### config.mk
export PLATFORM = sky130hd
export DESIGN_NAME = sysctl_regs
export DESIGN_NICKNAME = d
export VERILOG_FILES = /design/src/rtl/sysctl_pkg.sv /design/src/rtl/sysctl_regs.sv
export VERILOG_INCLUDE_DIRS = /design/src /design/src/rtl
export SDC_FILE = /design/constraint.sdc
export NUM_CORES = 1
export LEC_CHECK = 0
export BUFFER_PORTS_ARGS = -buffer_cell sky130_fd_sc_hd__buf_2
export CAP_MARGIN = 20
export CORE_MARGIN = 1
export CORE_UTILIZATION = 54
export DETAILED_ROUTE_END_ITERATION = 12
export PLACE_DENSITY = 0.85
export SLEW_MARGIN = 25
export SYNTH_ARGS = -nofsm -noshare
export SYNTH_HDL_FRONTEND = slang
export SYNTH_SLANG_ARGS = --single-unit
### constraint.sdc
create_clock -name clk_i -period 3.3 [get_ports clk_i]
set_input_delay 0 -clock clk_i [delete_from_list [all_inputs] [get_ports clk_i]]
set_output_delay 0 -clock clk_i [all_outputs]
set_load 0.02 [all_outputs]
### src/rtl/sysctl_defines.svh
`ifndef SYSCTL_DEFINES_SVH
`define SYSCTL_DEFINES_SVH
// ==========================================
// Register byte addresses
`define ADDR_APP_RESET_CTRL 32'hE000ED0C
`define ADDR_CODE_OPT 32'h1FFF2000
`define ADDR_PRIO_MASK 32'hE000EF00
`define ADDR_CONTROL 32'hE000EF04
`define ADDR_PROC_SP 32'hE000EF08
`define ADDR_MAIN_SP 32'hE000EF0C
`define ADDR_BOOT 32'hE000EF10
// ==========================================
// Field positions and values
`define KEY_HI 31
`define KEY_LO 16
`define KEY_VALUE 16'h05FA
`define BYTE_ORDER_BIT 15
`define RESET_REQ_BIT 2
`define DBG_CLR_BIT 1
`define SEC_HI 31
`define SEC_LO 16
`define SEC_RESET 16'hFFFF
`define SEC_LVL0 16'hFFFF
`define SEC_LVL1 16'h5A5A
`define SEC_LVL2 16'hA5A5
`define OPT_BIT0_RESET 1'h1
`define SPSEL_BIT 1
// ==========================================
// Boot vector locations
`define VEC_SP_ADDR 32'h00000000
`define VEC_PC_ADDR 32'h00000004
`endif

### src/rtl/sysctl_pkg.sv
package sysctl_pkg;
    // ==========================================
    // Bus carriers
    typedef struct packed {
        logic cyc;
        logic stb;
        logic we;
        logic [3:0] sel;
        logic [31:0] adr;
        logic [31:0] dat;
    } wb_req_t;
    typedef struct packed {
        logic ack;
        logic [31:0] dat;
    } wb_rsp_t;
    // ==========================================
    // Boot sequencer states
    typedef enum logic [2:0] {
        ST_FETCH_SP = 3'b001,
        ST_FETCH_PC = 3'b010,
        ST_RUN = 3'b100
    } boot_state_t;
    typedef enum logic [1:0] {
        LVL_ZERO = 2'h0,
        LVL_ONE = 2'h1,
        LVL_TWO = 2'h2
    } sec_level_t;
endpackage : sysctl_pkg

### src/rtl/sysctl_regs.sv
`timescale 1ns/1ps
`include "sysctl_defines.svh"
// Behaviour
// - A control register write counts only if bits 31:16 carry the key, else all is dropped.
// - A keyed write of one to the reset-request bit raises the chip reset request for one cycle.
// - The reset-request bit is write-only, zero does nothing and it always reads zero.
// - Security level field resets to all ones and decodes 0xFFFF, 0x5A5A, 0xA5A5 to levels 0-2.
// - After reset the main stack pointer is loaded from word zero before anything runs.
// - After reset the program counter is loaded from word four and fetching starts there.
// - While the priority mask is set, every configurable-priority exception is blocked.
// - In thread mode the control register picks main or process stack pointer.
module sysctl_regs #(
    parameter int NUM_EXC = 32,
    parameter logic BIG_ENDIAN = 1'b0
) (
    input wire logic clk_i,
    input wire logic rst_i,
    input wire sysctl_pkg::wb_req_t wb_req_i,
    output sysctl_pkg::wb_rsp_t wb_rsp_o,
    output logic fetch_req_o,
    output logic [31:0] fetch_addr_o,
    input wire logic [31:0] fetch_data_i,
    input wire logic fetch_ack_i,
    output logic core_run_o,
    output logic [31:0] pc_o,
    input wire logic thread_mode_i,
    output logic active_sp_sel_o,
    output logic [31:0] active_sp_o,
    input wire logic [NUM_EXC-1:0] exc_req_i,
    output logic [NUM_EXC-1:0] exc_grant_o,
    output logic chip_reset_request_o,
    output sysctl_pkg::sec_level_t security_level_o
);
    // ==========================================
    // Bus decode
    logic access;
    logic wr;
    logic rd;
    logic key_ok;
    logic ctrl_hit;
    assign access = wb_req_i.cyc && wb_req_i.stb && !wb_rsp_o.ack;
    assign wr = access && wb_req_i.we;
    assign rd = access && !wb_req_i.we;
    assign ctrl_hit = wb_req_i.adr == `ADDR_APP_RESET_CTRL;
    // Key needs both upper lanes, a half-written key is no key
    assign key_ok = (wb_req_i.sel[3:2] == 2'h3)
        && (wb_req_i.dat[`KEY_HI:`KEY_LO] == `KEY_VALUE);

    logic [15:0] sec_q;
    logic opt0_q;
    logic prio_mask_q;
    logic spsel_q;
    logic [31:0] proc_sp_q;
    logic [31:0] main_sp_q;
    sysctl_pkg::boot_state_t state_q;

    // ==========================================
    // Bus answer
    logic [31:0] rdata;
    always_comb begin
        rdata = 32'h00000000;
        // Key, reset-request and debug bits all read zero
        if (ctrl_hit) begin
            rdata[`BYTE_ORDER_BIT] = BIG_ENDIAN;
        end else if (wb_req_i.adr == `ADDR_CODE_OPT) begin
            rdata[`SEC_HI:`SEC_LO] = sec_q;
            rdata[0] = opt0_q;
        end else if (wb_req_i.adr == `ADDR_PRIO_MASK) begin
            rdata[0] = prio_mask_q;
        end else if (wb_req_i.adr == `ADDR_CONTROL) begin
            rdata[`SPSEL_BIT] = spsel_q;
        end else if (wb_req_i.adr == `ADDR_PROC_SP) begin
            rdata = proc_sp_q;
        end else if (wb_req_i.adr == `ADDR_MAIN_SP) begin
            rdata = main_sp_q;
        end else if (wb_req_i.adr == `ADDR_BOOT) begin
            rdata[2:0] = state_q;
        end else begin
            rdata = 32'h00000000;
        end
    end

    always_ff @(posedge clk_i) begin
        if (rst_i) begin
            wb_rsp_o <= '0;
        end else begin
            wb_rsp_o.ack <= access;
            wb_rsp_o.dat <= rd ? rdata : 32'h00000000;
        end
    end

    // ==========================================
    // Chip reset request
    always_ff @(posedge clk_i) begin
        if (rst_i) begin
            chip_reset_request_o <= 1'b0;
        end else begin
            // Whole write dropped without key, lane 0 must carry the bit
            chip_reset_request_o <= wr && ctrl_hit && key_ok && wb_req_i.sel[0]
                && wb_req_i.dat[`RESET_REQ_BIT];
        end
    end

    // ==========================================
    // Code option word
    always_ff @(posedge clk_i) begin
        if (rst_i) begin
            sec_q <= `SEC_RESET;
            opt0_q <= `OPT_BIT0_RESET;
        end else if (wr && wb_req_i.adr == `ADDR_CODE_OPT) begin
            if (wb_req_i.sel[2]) begin
                sec_q[7:0] <= wb_req_i.dat[23:16];
            end
            if (wb_req_i.sel[3]) begin
                sec_q[15:8] <= wb_req_i.dat[31:24];
            end
            if (wb_req_i.sel[0]) begin
                opt0_q <= wb_req_i.dat[0];
            end
        end
    end

    // Unknown patterns fall back to the open level
    always_ff @(posedge clk_i) begin
        if (rst_i) begin
            security_level_o <= sysctl_pkg::LVL_ZERO;
        end else if (sec_q == `SEC_LVL1) begin
            security_level_o <= sysctl_pkg::LVL_ONE;
        end else if (sec_q == `SEC_LVL2) begin
            security_level_o <= sysctl_pkg::LVL_TWO;
        end else begin
            security_level_o <= sysctl_pkg::LVL_ZERO;
        end
    end

    // ==========================================
    // Boot vector fetch
    always_ff @(posedge clk_i) begin
        if (rst_i) begin
            state_q <= sysctl_pkg::ST_FETCH_SP;
            fetch_req_o <= 1'b0;
            fetch_addr_o <= `VEC_SP_ADDR;
            core_run_o <= 1'b0;
            pc_o <= 32'h00000000;
        end else begin
            case (state_q)
                sysctl_pkg::ST_FETCH_SP: begin
                    fetch_req_o <= !fetch_ack_i;
                    if (fetch_req_o && fetch_ack_i) begin
                        state_q <= sysctl_pkg::ST_FETCH_PC;
                        fetch_addr_o <= `VEC_PC_ADDR;
                    end
                end
                sysctl_pkg::ST_FETCH_PC: begin
                    fetch_req_o <= !fetch_ack_i;
                    if (fetch_req_o && fetch_ack_i) begin
                        state_q <= sysctl_pkg::ST_RUN;
                        pc_o <= fetch_data_i;
                        fetch_req_o <= 1'b0;
                        core_run_o <= 1'b1;
                    end
                end
                sysctl_pkg::ST_RUN: begin
                    fetch_req_o <= 1'b0;
                end
                default: begin
                    state_q <= sysctl_pkg::ST_FETCH_SP;
                    fetch_req_o <= 1'b0;
                end
            endcase
        end
    end

    // ==========================================
    // Stack pointers and control
    always_ff @(posedge clk_i) begin
        if (rst_i) begin
            main_sp_q <= 32'h00000000;
        end else if (state_q == sysctl_pkg::ST_FETCH_SP && fetch_req_o && fetch_ack_i) begin
            main_sp_q <= fetch_data_i;
        end else if (wr && wb_req_i.adr == `ADDR_MAIN_SP && wb_req_i.sel == 4'hF) begin
            main_sp_q <= wb_req_i.dat;
        end
    end

    always_ff @(posedge clk_i) begin
        if (rst_i) begin
            proc_sp_q <= 32'h00000000;
        end else if (wr && wb_req_i.adr == `ADDR_PROC_SP && wb_req_i.sel == 4'hF) begin
            proc_sp_q <= wb_req_i.dat;
        end
    end

    always_ff @(posedge clk_i) begin
        if (rst_i) begin
            spsel_q <= 1'b0;
            prio_mask_q <= 1'b0;
        end else if (wr && wb_req_i.sel[0]) begin
            if (wb_req_i.adr == `ADDR_CONTROL) begin
                spsel_q <= wb_req_i.dat[`SPSEL_BIT];
            end
            if (wb_req_i.adr == `ADDR_PRIO_MASK) begin
                prio_mask_q <= wb_req_i.dat[0];
            end
        end
    end

    // Handler mode always runs on the main stack
    always_ff @(posedge clk_i) begin
        if (rst_i) begin
            active_sp_sel_o <= 1'b0;
            active_sp_o <= 32'h00000000;
        end else begin
            active_sp_sel_o <= thread_mode_i && spsel_q;
            active_sp_o <= (thread_mode_i && spsel_q) ? proc_sp_q : main_sp_q;
        end
    end

    // ==========================================
    // Exception gating
    always_ff @(posedge clk_i) begin
        if (rst_i) begin
            exc_grant_o <= '0;
        end else begin
            exc_grant_o <= prio_mask_q ? '0 : exc_req_i;
        end
    end

    // ==========================================
    // Checks
    a_key_guard: assert property (@(posedge clk_i) disable iff (rst_i)
        (wr && ctrl_hit && !key_ok) |=> !chip_reset_request_o)
        else $error("reset request taken without key");

    a_reset_taken: assert property (@(posedge clk_i) disable iff (rst_i)
        (wr && ctrl_hit && key_ok && wb_req_i.sel[0] && wb_req_i.dat[2])
        |=> chip_reset_request_o)
        else $error("keyed reset request lost");

    a_pulse_single: assert property (@(posedge clk_i) disable iff (rst_i)
        chip_reset_request_o |=> !chip_reset_request_o)
        else $error("reset request longer than one cycle");

    a_ctrl_read_zero: assert property (@(posedge clk_i) disable iff (rst_i)
        (rd && ctrl_hit) |=> (wb_rsp_o.ack && wb_rsp_o.dat[31:16] == 16'h0000
        && wb_rsp_o.dat[2:0] == 3'h0))
        else $error("write-only bits read non-zero");

    a_sec_reset: assert property (@(posedge clk_i)
        $past(rst_i) |-> (sec_q == 16'hFFFF && opt0_q))
        else $error("code option reset value wrong");

    a_sec_decode: assert property (@(posedge clk_i) disable iff (rst_i)
        (sec_q == 16'hA5A5) |=> (security_level_o == sysctl_pkg::LVL_TWO))
        else $error("security level decode wrong");

    a_sp_load: assert property (@(posedge clk_i) disable iff (rst_i)
        (state_q == sysctl_pkg::ST_FETCH_SP && fetch_req_o && fetch_ack_i)
        |=> (main_sp_q == $past(fetch_data_i) && fetch_addr_o == 32'h00000004 && !core_run_o))
        else $error("stack pointer not loaded from word zero");

    a_pc_load: assert property (@(posedge clk_i) disable iff (rst_i)
        (state_q == sysctl_pkg::ST_FETCH_PC && fetch_req_o && fetch_ack_i)
        |=> (pc_o == $past(fetch_data_i) && core_run_o))
        else $error("program counter not loaded from word four");

    a_mask_block: assert property (@(posedge clk_i) disable iff (rst_i)
        prio_mask_q |=> (exc_grant_o == '0))
        else $error("exception granted while masked");

    a_stack_pick: assert property (@(posedge clk_i) disable iff (rst_i)
        (thread_mode_i && spsel_q) |=> (active_sp_sel_o && active_sp_o == $past(proc_sp_q)))
        else $error("process stack not selected");

    a_bus_answer: assert property (@(posedge clk_i) disable iff (rst_i)
        (access) |=> wb_rsp_o.ack ##1 !wb_rsp_o.ack)
        else $error("bus answer timing wrong");
endmodule : sysctl_regs

==> results of run 1 <==
flip-flops by register name, indices dropped and copies added, names as in the netlist, 2 cells and up:
name,flops
pc_o,32
exc_grant_o,32
security_level_o,2
sec_q,16
state_q,3
proc_sp_q,32
wb_rsp_o,33
main_sp_q,32
active_sp_o,32
cells by family (layout without fill, tap and decap cells):
| logic type | after synthesis | after routing | synth area share [%] |
|---|---|---|---|
| simple gates | 444 | 444 | 25.1 |
| flops | 222 | 222 | 50.1 |
| compound gates | 200 | 200 | 13.7 |
| buf+inv | 111 | 449 | 6.68 |
| mux | 38 | 38 | 4.31 |
| other cells | 1 | 32 | 0.0423 |
| xor+xnor | 1 | 1 | 0.0987 |
power by group through the flow:
stage	Combinational, mW	Sequential (mW)	Clock (mW)
finish	0.533	2.77	2.43
global route	0.566	2.77	2.56
CTS	0.512	2.76	2.44
detailed placement	0.409	2.82	0
global placement	0.403	2.82	0
floorplan	0.211	2.86	0
per-layer routing:
metal	track usage [%]	part of all wire (%)	vias up
met5	0	0	-
met4	15.4	4.4	0
met3	7.18	9.2	129
met2	58.4	49	576
met1	39.8	38	4219
li1	-	-	4138
worst max-delay path: cells and delay by family:
| family | cells | cell delay (ns) |
|---|---|---|
| AND/OR/NAND/NOR | 5 | 1.84 |
| buffers and inverters | 4 | 1.59 |
cell usage after synthesis, types with 2 or more instances:
cell      number
or4_4          2
a31oi_1       31
buf_1          4
a22oi_1       15
nand3b_1       4
nor4b_1        4
nor2b_1        6
and4_1         4
o31a_1         3
clkbuf_1      58
buf_4         34
nor3_1        18
o21a_1         4
nor2_1        50
nor4bb_1       4
a211oi_1      29
mux2_2         2
buf_2          6
nor4_1         9
nand4_1        5
or3_1          2
a21oi_1       97
and3_1         6
inv_1          4
dfxtp_1      222
o22ai_1       16
nand3_1        2
nand2_1      235
and4b_1        3
nor4_4         3
and2_1        38
buf_6          4
or4b_1         3
nand4b_1       7
nand2b_1      30
mux2i_1       36
area by class of cell:
type / count / area share, %
repair buffers: 407 / 22.1
multi-input cells: 714 / 32.9
diodes: 1 / 0.0208
well taps: 216 / 2.24
clock inverters: 2 / 0.208
inverters: 4 / 0.125
clock buffers: 36 / 5.60
flip-flops and latches: 222 / 36.9
worst max path at each step:
stage                 start                   end  slack [ns]  cells past startpoint
2_1_floorplan  wb_req_i[39]                opt0_q        1.30                      7
3_3_place_gp   wb_req_i[55]          wb_rsp_o[21]        0.85                      6
3_5_place_dp   wb_req_i[55]          wb_rsp_o[27]        0.78                      6
4_1_cts        wb_req_i[40]  chip_reset_request_o        0.46                      9
5_1_grt        wb_req_i[40]  chip_reset_request_o        0.17                      9
6_report       wb_req_i[40]  chip_reset_request_o        0.30                      9
==> impl_metrics.ini, run 1 <==
[layout]
nets = 1511
final_cell_mix = 273 x buf_2, 235 x nand2_1, 222 x dfxtp_1
fillCellCount = 1094
final_util_pct = 75.6
fin_area_um2 = 12000
multi_input_area_um2 = 3960
seq_area_um2 = 4440
final-instance-count-excl-fill = 1602
final_common_cell = buf_2
drive_above_1_share_pct = 24.5
areaGrowthSynthToFinish_pct = 35.7

[critical_path]
worstPathCellList = dlygate4sd3_1 -> buf_2 -> or4b_1 -> nor4_4 -> and3_1 -> buf_4 -> nand2_1 -> nor4_1 -> dlygate4sd3_1
worstPathRequired_ns = 3.74
rrSetupSlack_ns = 0.87
worstSetupPathType = input pin to flip-flop
slowest_delay_ns = 0.59
rr_worst_depth = 6
cpMostUsedCell = dlygate4sd3_1
cpMaxStageDelayCell = dlygate4sd3_1
critPathMaxFanout = 11
r2r_end = main_sp_q[31]
endpoint_kind = flip-flop
startpoint_type = input pin
crit_arrival_ns = 3.44
r2r-start = wb_rsp_o[32]

[power_and_ir_drop]
swShare_pct = 23.6
pwr-share-comb_pct = 9.3
power_mw = 5.73
vdd_ir_drop_max_uv = 536
pwr-share-seq_pct = 48.3
p_int_mw = 4.37
power_density_nw_per_um2 = 475
pwr-share-clk_pct = 42.4
p_leak_nw = 5.05
switching_power_mw = 1.35

[floorplanning]
die_w_um = 130
die_area_um2 = 17000
start_util_pct = 55.7
rows = 46
pin_count = 306
die_height_um = 130
core_um2 = 15900

[detailed_routing]
ant_nets = 0
drtIter0Drc = 885
routed_via_density = 5.66
first_pass_iters = 5
wire_per_inst_um = 18.5
drc = 0
vias = 9062
wl_um = 29600

[cts]
clk_path_buf_depth = 3
holdBufCountCts = 112
cts_tree = built
clk_latency_ns = 0.51
root_buffer = clkbuf_16
cts_buffers = 23
post_cts_buffers = 0
cts_resized = 0
cts.sinks = 222
clkTransAtPathRegs_ns = 0.06
htree_num_levels = 1

[sta]
finalHoldViolCount = 0
fin_crit_ns = 3.00
setup_viol = 0
min_period_over_period_pct = 91.0
slew_violations = 0
relSlewSlack_pct = 38.6
rsz0062_at_grt = no
setup_tns_ns = 0
clock_skew_ns = 0.0134
tightestPinTransition_ns = 0.918
fin_ws_ns = 0.296
hold_slack_ns = 0.0191
fmax_ghz = 0.333

[synthesis]
synth-edff-count = 0
synth_seq_cells = 222
async_reset_ff_share_pct = 0
syn_avg_cell_area_um2 = 8.73
ys_seq_area_share_pct = 50.1
synth_area_leaders = dfxtp_1 50%, nand2_1 9.9%, a21oi_1 5.5%
synth.largest_area_cell = dfxtp_1
syn_inst = 1017
synth_top_area_share_pct = 50.1
yosys_warnings = 0
syn_area_um2 = 8870
yosysUniqueCellTypes = 53
synth_ff_type = dfxtp_1

[global_routing]
grt_overflow = 0
grt_max_degree = 76
antenna_found_initial = 1
grt_usage_pct = 33.7
grt_pass1_wl_um = 44200
grt_pass1_vias = 8798

[min_path]
hp-class = input pin to flip-flop
hold-path-cell-count = 2
min_to = core_run_o
min-delay-start = rst_i

[placement]
hpwl_um = 17800
place_ws_ns = 0.780
dpl.cell_count = 1450
place.gp.congestion = 0.873
placed_cell_area_um2 = 10200
port_buffers = 274

[status]
status = finished clean

[run]
maxCapViolations = 0
Power figures use the tool's default switching activity.
==> run 2, diff against run 1 <==
--- a/config.mk
+++ b/config.mk
@@ -6,12 +6,13 @@
 export SDC_FILE = /design/constraint.sdc
 export NUM_CORES = 1
 export LEC_CHECK = 0
-export BUFFER_PORTS_ARGS = -buffer_cell sky130_fd_sc_hd__buf_2
 export CAP_MARGIN = 20
 export CORE_MARGIN = 1
-export CORE_UTILIZATION = 54
+export CORE_UTILIZATION = 55
+export CTS_CLUSTER_SIZE = 8
 export DETAILED_ROUTE_END_ITERATION = 12
-export PLACE_DENSITY = 0.85
+export DONT_BUFFER_PORTS = 1
+export PLACE_DENSITY = 0.7
 export SLEW_MARGIN = 25
 export SYNTH_ARGS = -nofsm -noshare
 export SYNTH_HDL_FRONTEND = slang
==> run 2 against run 1 <==
Clock skew decreased by 0.0015 ns. Total power up 3.1%. Worst setup slack worse by 0.14 ns.
==> impl_metrics.ini, run 2 (synthesis gave the netlist of run 1 again) <==
[status]
status = finished clean

[floorplanning]
core_um2 = 15800
die_height_um = 129
die_area_um2 = 16600
die_w_um = 129
pin_count = 306
start_util_pct = 56.1
rows = 46

[critical_path]
worstSetupPathType = input pin to flip-flop
startpoint_type = input pin
worstPathRequired_ns = 3.78
endpoint_kind = flip-flop
rrSetupSlack_ns = 0.54
critPathMaxFanout = 34
crit_arrival_ns = 3.63

[placement]
place_ws_ns = 0.946
placed_cell_area_um2 = 8820
hpwl_um = 16100
place.gp.congestion = 0.828
port_buffers = 0

[detailed_routing]
wire_per_inst_um = 19.7
ant_nets = 0
routed_via_density = 5.80
vias = 7843
first_pass_iters = 6
wl_um = 26700
drtIter0Drc = 697
drc = 0

[cts]
root_buffer = clkbuf_16
cts.sinks = 222
cts_buffers = 31
clk_path_buf_depth = 3
htree_num_levels = 1
cts_tree = built
clk_latency_ns = 0.55
clkTransAtPathRegs_ns = 0.05

[sta]
finalHoldViolCount = 0
fin_ws_ns = 0.153
tightestPinTransition_ns = 0.953
hold_slack_ns = 0.00571
slew_violations = 0
fmax_ghz = 0.318
min_period_over_period_pct = 95.4
fin_crit_ns = 3.15
clock_skew_ns = 0.0119
rsz0062_at_grt = no
relSlewSlack_pct = 36.5
setup_viol = 0
setup_tns_ns = 0

[layout]
fillCellCount = 1263
fin_area_um2 = 11100
drive_above_1_share_pct = 6.17
largest_register_ffs = 33
final_common_cell = nand2_1
final_util_pct = 70.1
nets = 1273
seq_area_um2 = 4440
final_cell_mix = 235 x nand2_1, 222 x dfxtp_1, 140 x dlygate4sd3_1
top_register = wb_rsp_o
multi_input_area_um2 = 3960
areaGrowthSynthToFinish_pct = 25.0

[global_routing]
grt_pass1_vias = 7438
antenna_found_initial = 1
grt_overflow = 0
grt_pass1_wl_um = 40100
grt_usage_pct = 31.0
grt_max_degree = 141

[power_and_ir_drop]
power_density_nw_per_um2 = 532
p_leak_nw = 3.96
pwr-share-seq_pct = 47.8
swShare_pct = 22.8
switching_power_mw = 1.35
vdd_ir_drop_max_uv = 469
p_int_mw = 4.56
pwr-share-clk_pct = 46.0
pwr-share-comb_pct = 6.3

[run]
maxCapViolations = 0

[min_path]
hp-class = input pin to flip-flop
==> run 2: cell count changes in the layout (fill, tap and decap cells not counted), sizes merged <==
| cell | change |
|---|---|
| buf | -274 |
| clkinv | -1 |
| dlygate4sd3 | +28 |
| clkbuf | -3 |
==> run 2: worst paths after layout <==
| check | startpoint | cells after the start | end |
|---|---|---|---|
| worst max-delay path | wb_req_i[53] | 9 | chip_reset_request_o |
| worst min-delay path | wb_req_i[62] | 5 | prio_mask_q |
| worst max register to register | wb_rsp_o[32] | 8 | proc_sp_q[27] |
| worst min register to register | proc_sp_q[17] | 2 | proc_sp_q[17] |
==> run 2: critical path, stage by stage <==
cell	delay, ns
dlygate4sd3_1	0.54
or4_4	0.40
dlygate4sd3_1	0.61
nor4_4	0.47
and3_1	0.22
buf_4	0.41
nand2_1	0.11
nor4_1	0.26
dlygate4sd3_1	0.57
==> run 2: layout make-up <==
cell class | count | share of cell area, %
inverters | 4 | 0.135
well taps | 216 | 2.44
multi-input cells | 714 | 35.7
flip-flops and latches | 222 | 40.1
clock buffers | 33 | 7.06
clock inverters | 1 | 0.181
diodes | 1 | 0.0226
repair buffers | 161 | 14.4
==> run 2: metal layers <==
layer / GRT usage, % / wire length (µm) / up-vias / share of wire (%)
met5: 0 / 13 / - / 0.049
met4: 11.6 / 803 / 2 / 3.0
met3: 7.43 / 2280 / 62 / 8.5
met2: 51.1 / 12900 / 398 / 48
met1: 39.6 / 10700 / 3739 / 40
li1: - / - / 3642 / -
==> run 2: power groups by stage <==
stage / clock network (mW) / registers (mW) / logic [mW]
3_5_place_dp: 0 / 2.87 / 0.179
4_1_cts: 2.74 / 2.82 / 0.360
5_1_grt: 2.85 / 2.82 / 0.399
3_3_place_gp: 0 / 2.87 / 0.176
6_report: 2.71 / 2.82 / 0.370
2_1_floorplan: 0 / 2.86 / 0.211
==> run 2: what timing repair did <==
action | 4_1_cts | 5_1_grt
buffers inserted | 0 | 2
setup endpoints to repair | 0 | 3
hold endpoints to repair | 221 | 16
hold buffers | 140 | 2
gates resized for setup | 0 | 2
==> run 2: stage by stage <==
stage	power (mW)	cells
2_1_floorplan	3.07	1047
3_3_place_gp	3.05	1173
3_5_place_dp	3.05	1173
4_1_cts	5.92	1347
5_1_grt	6.07	1351
6_report	5.90	1352
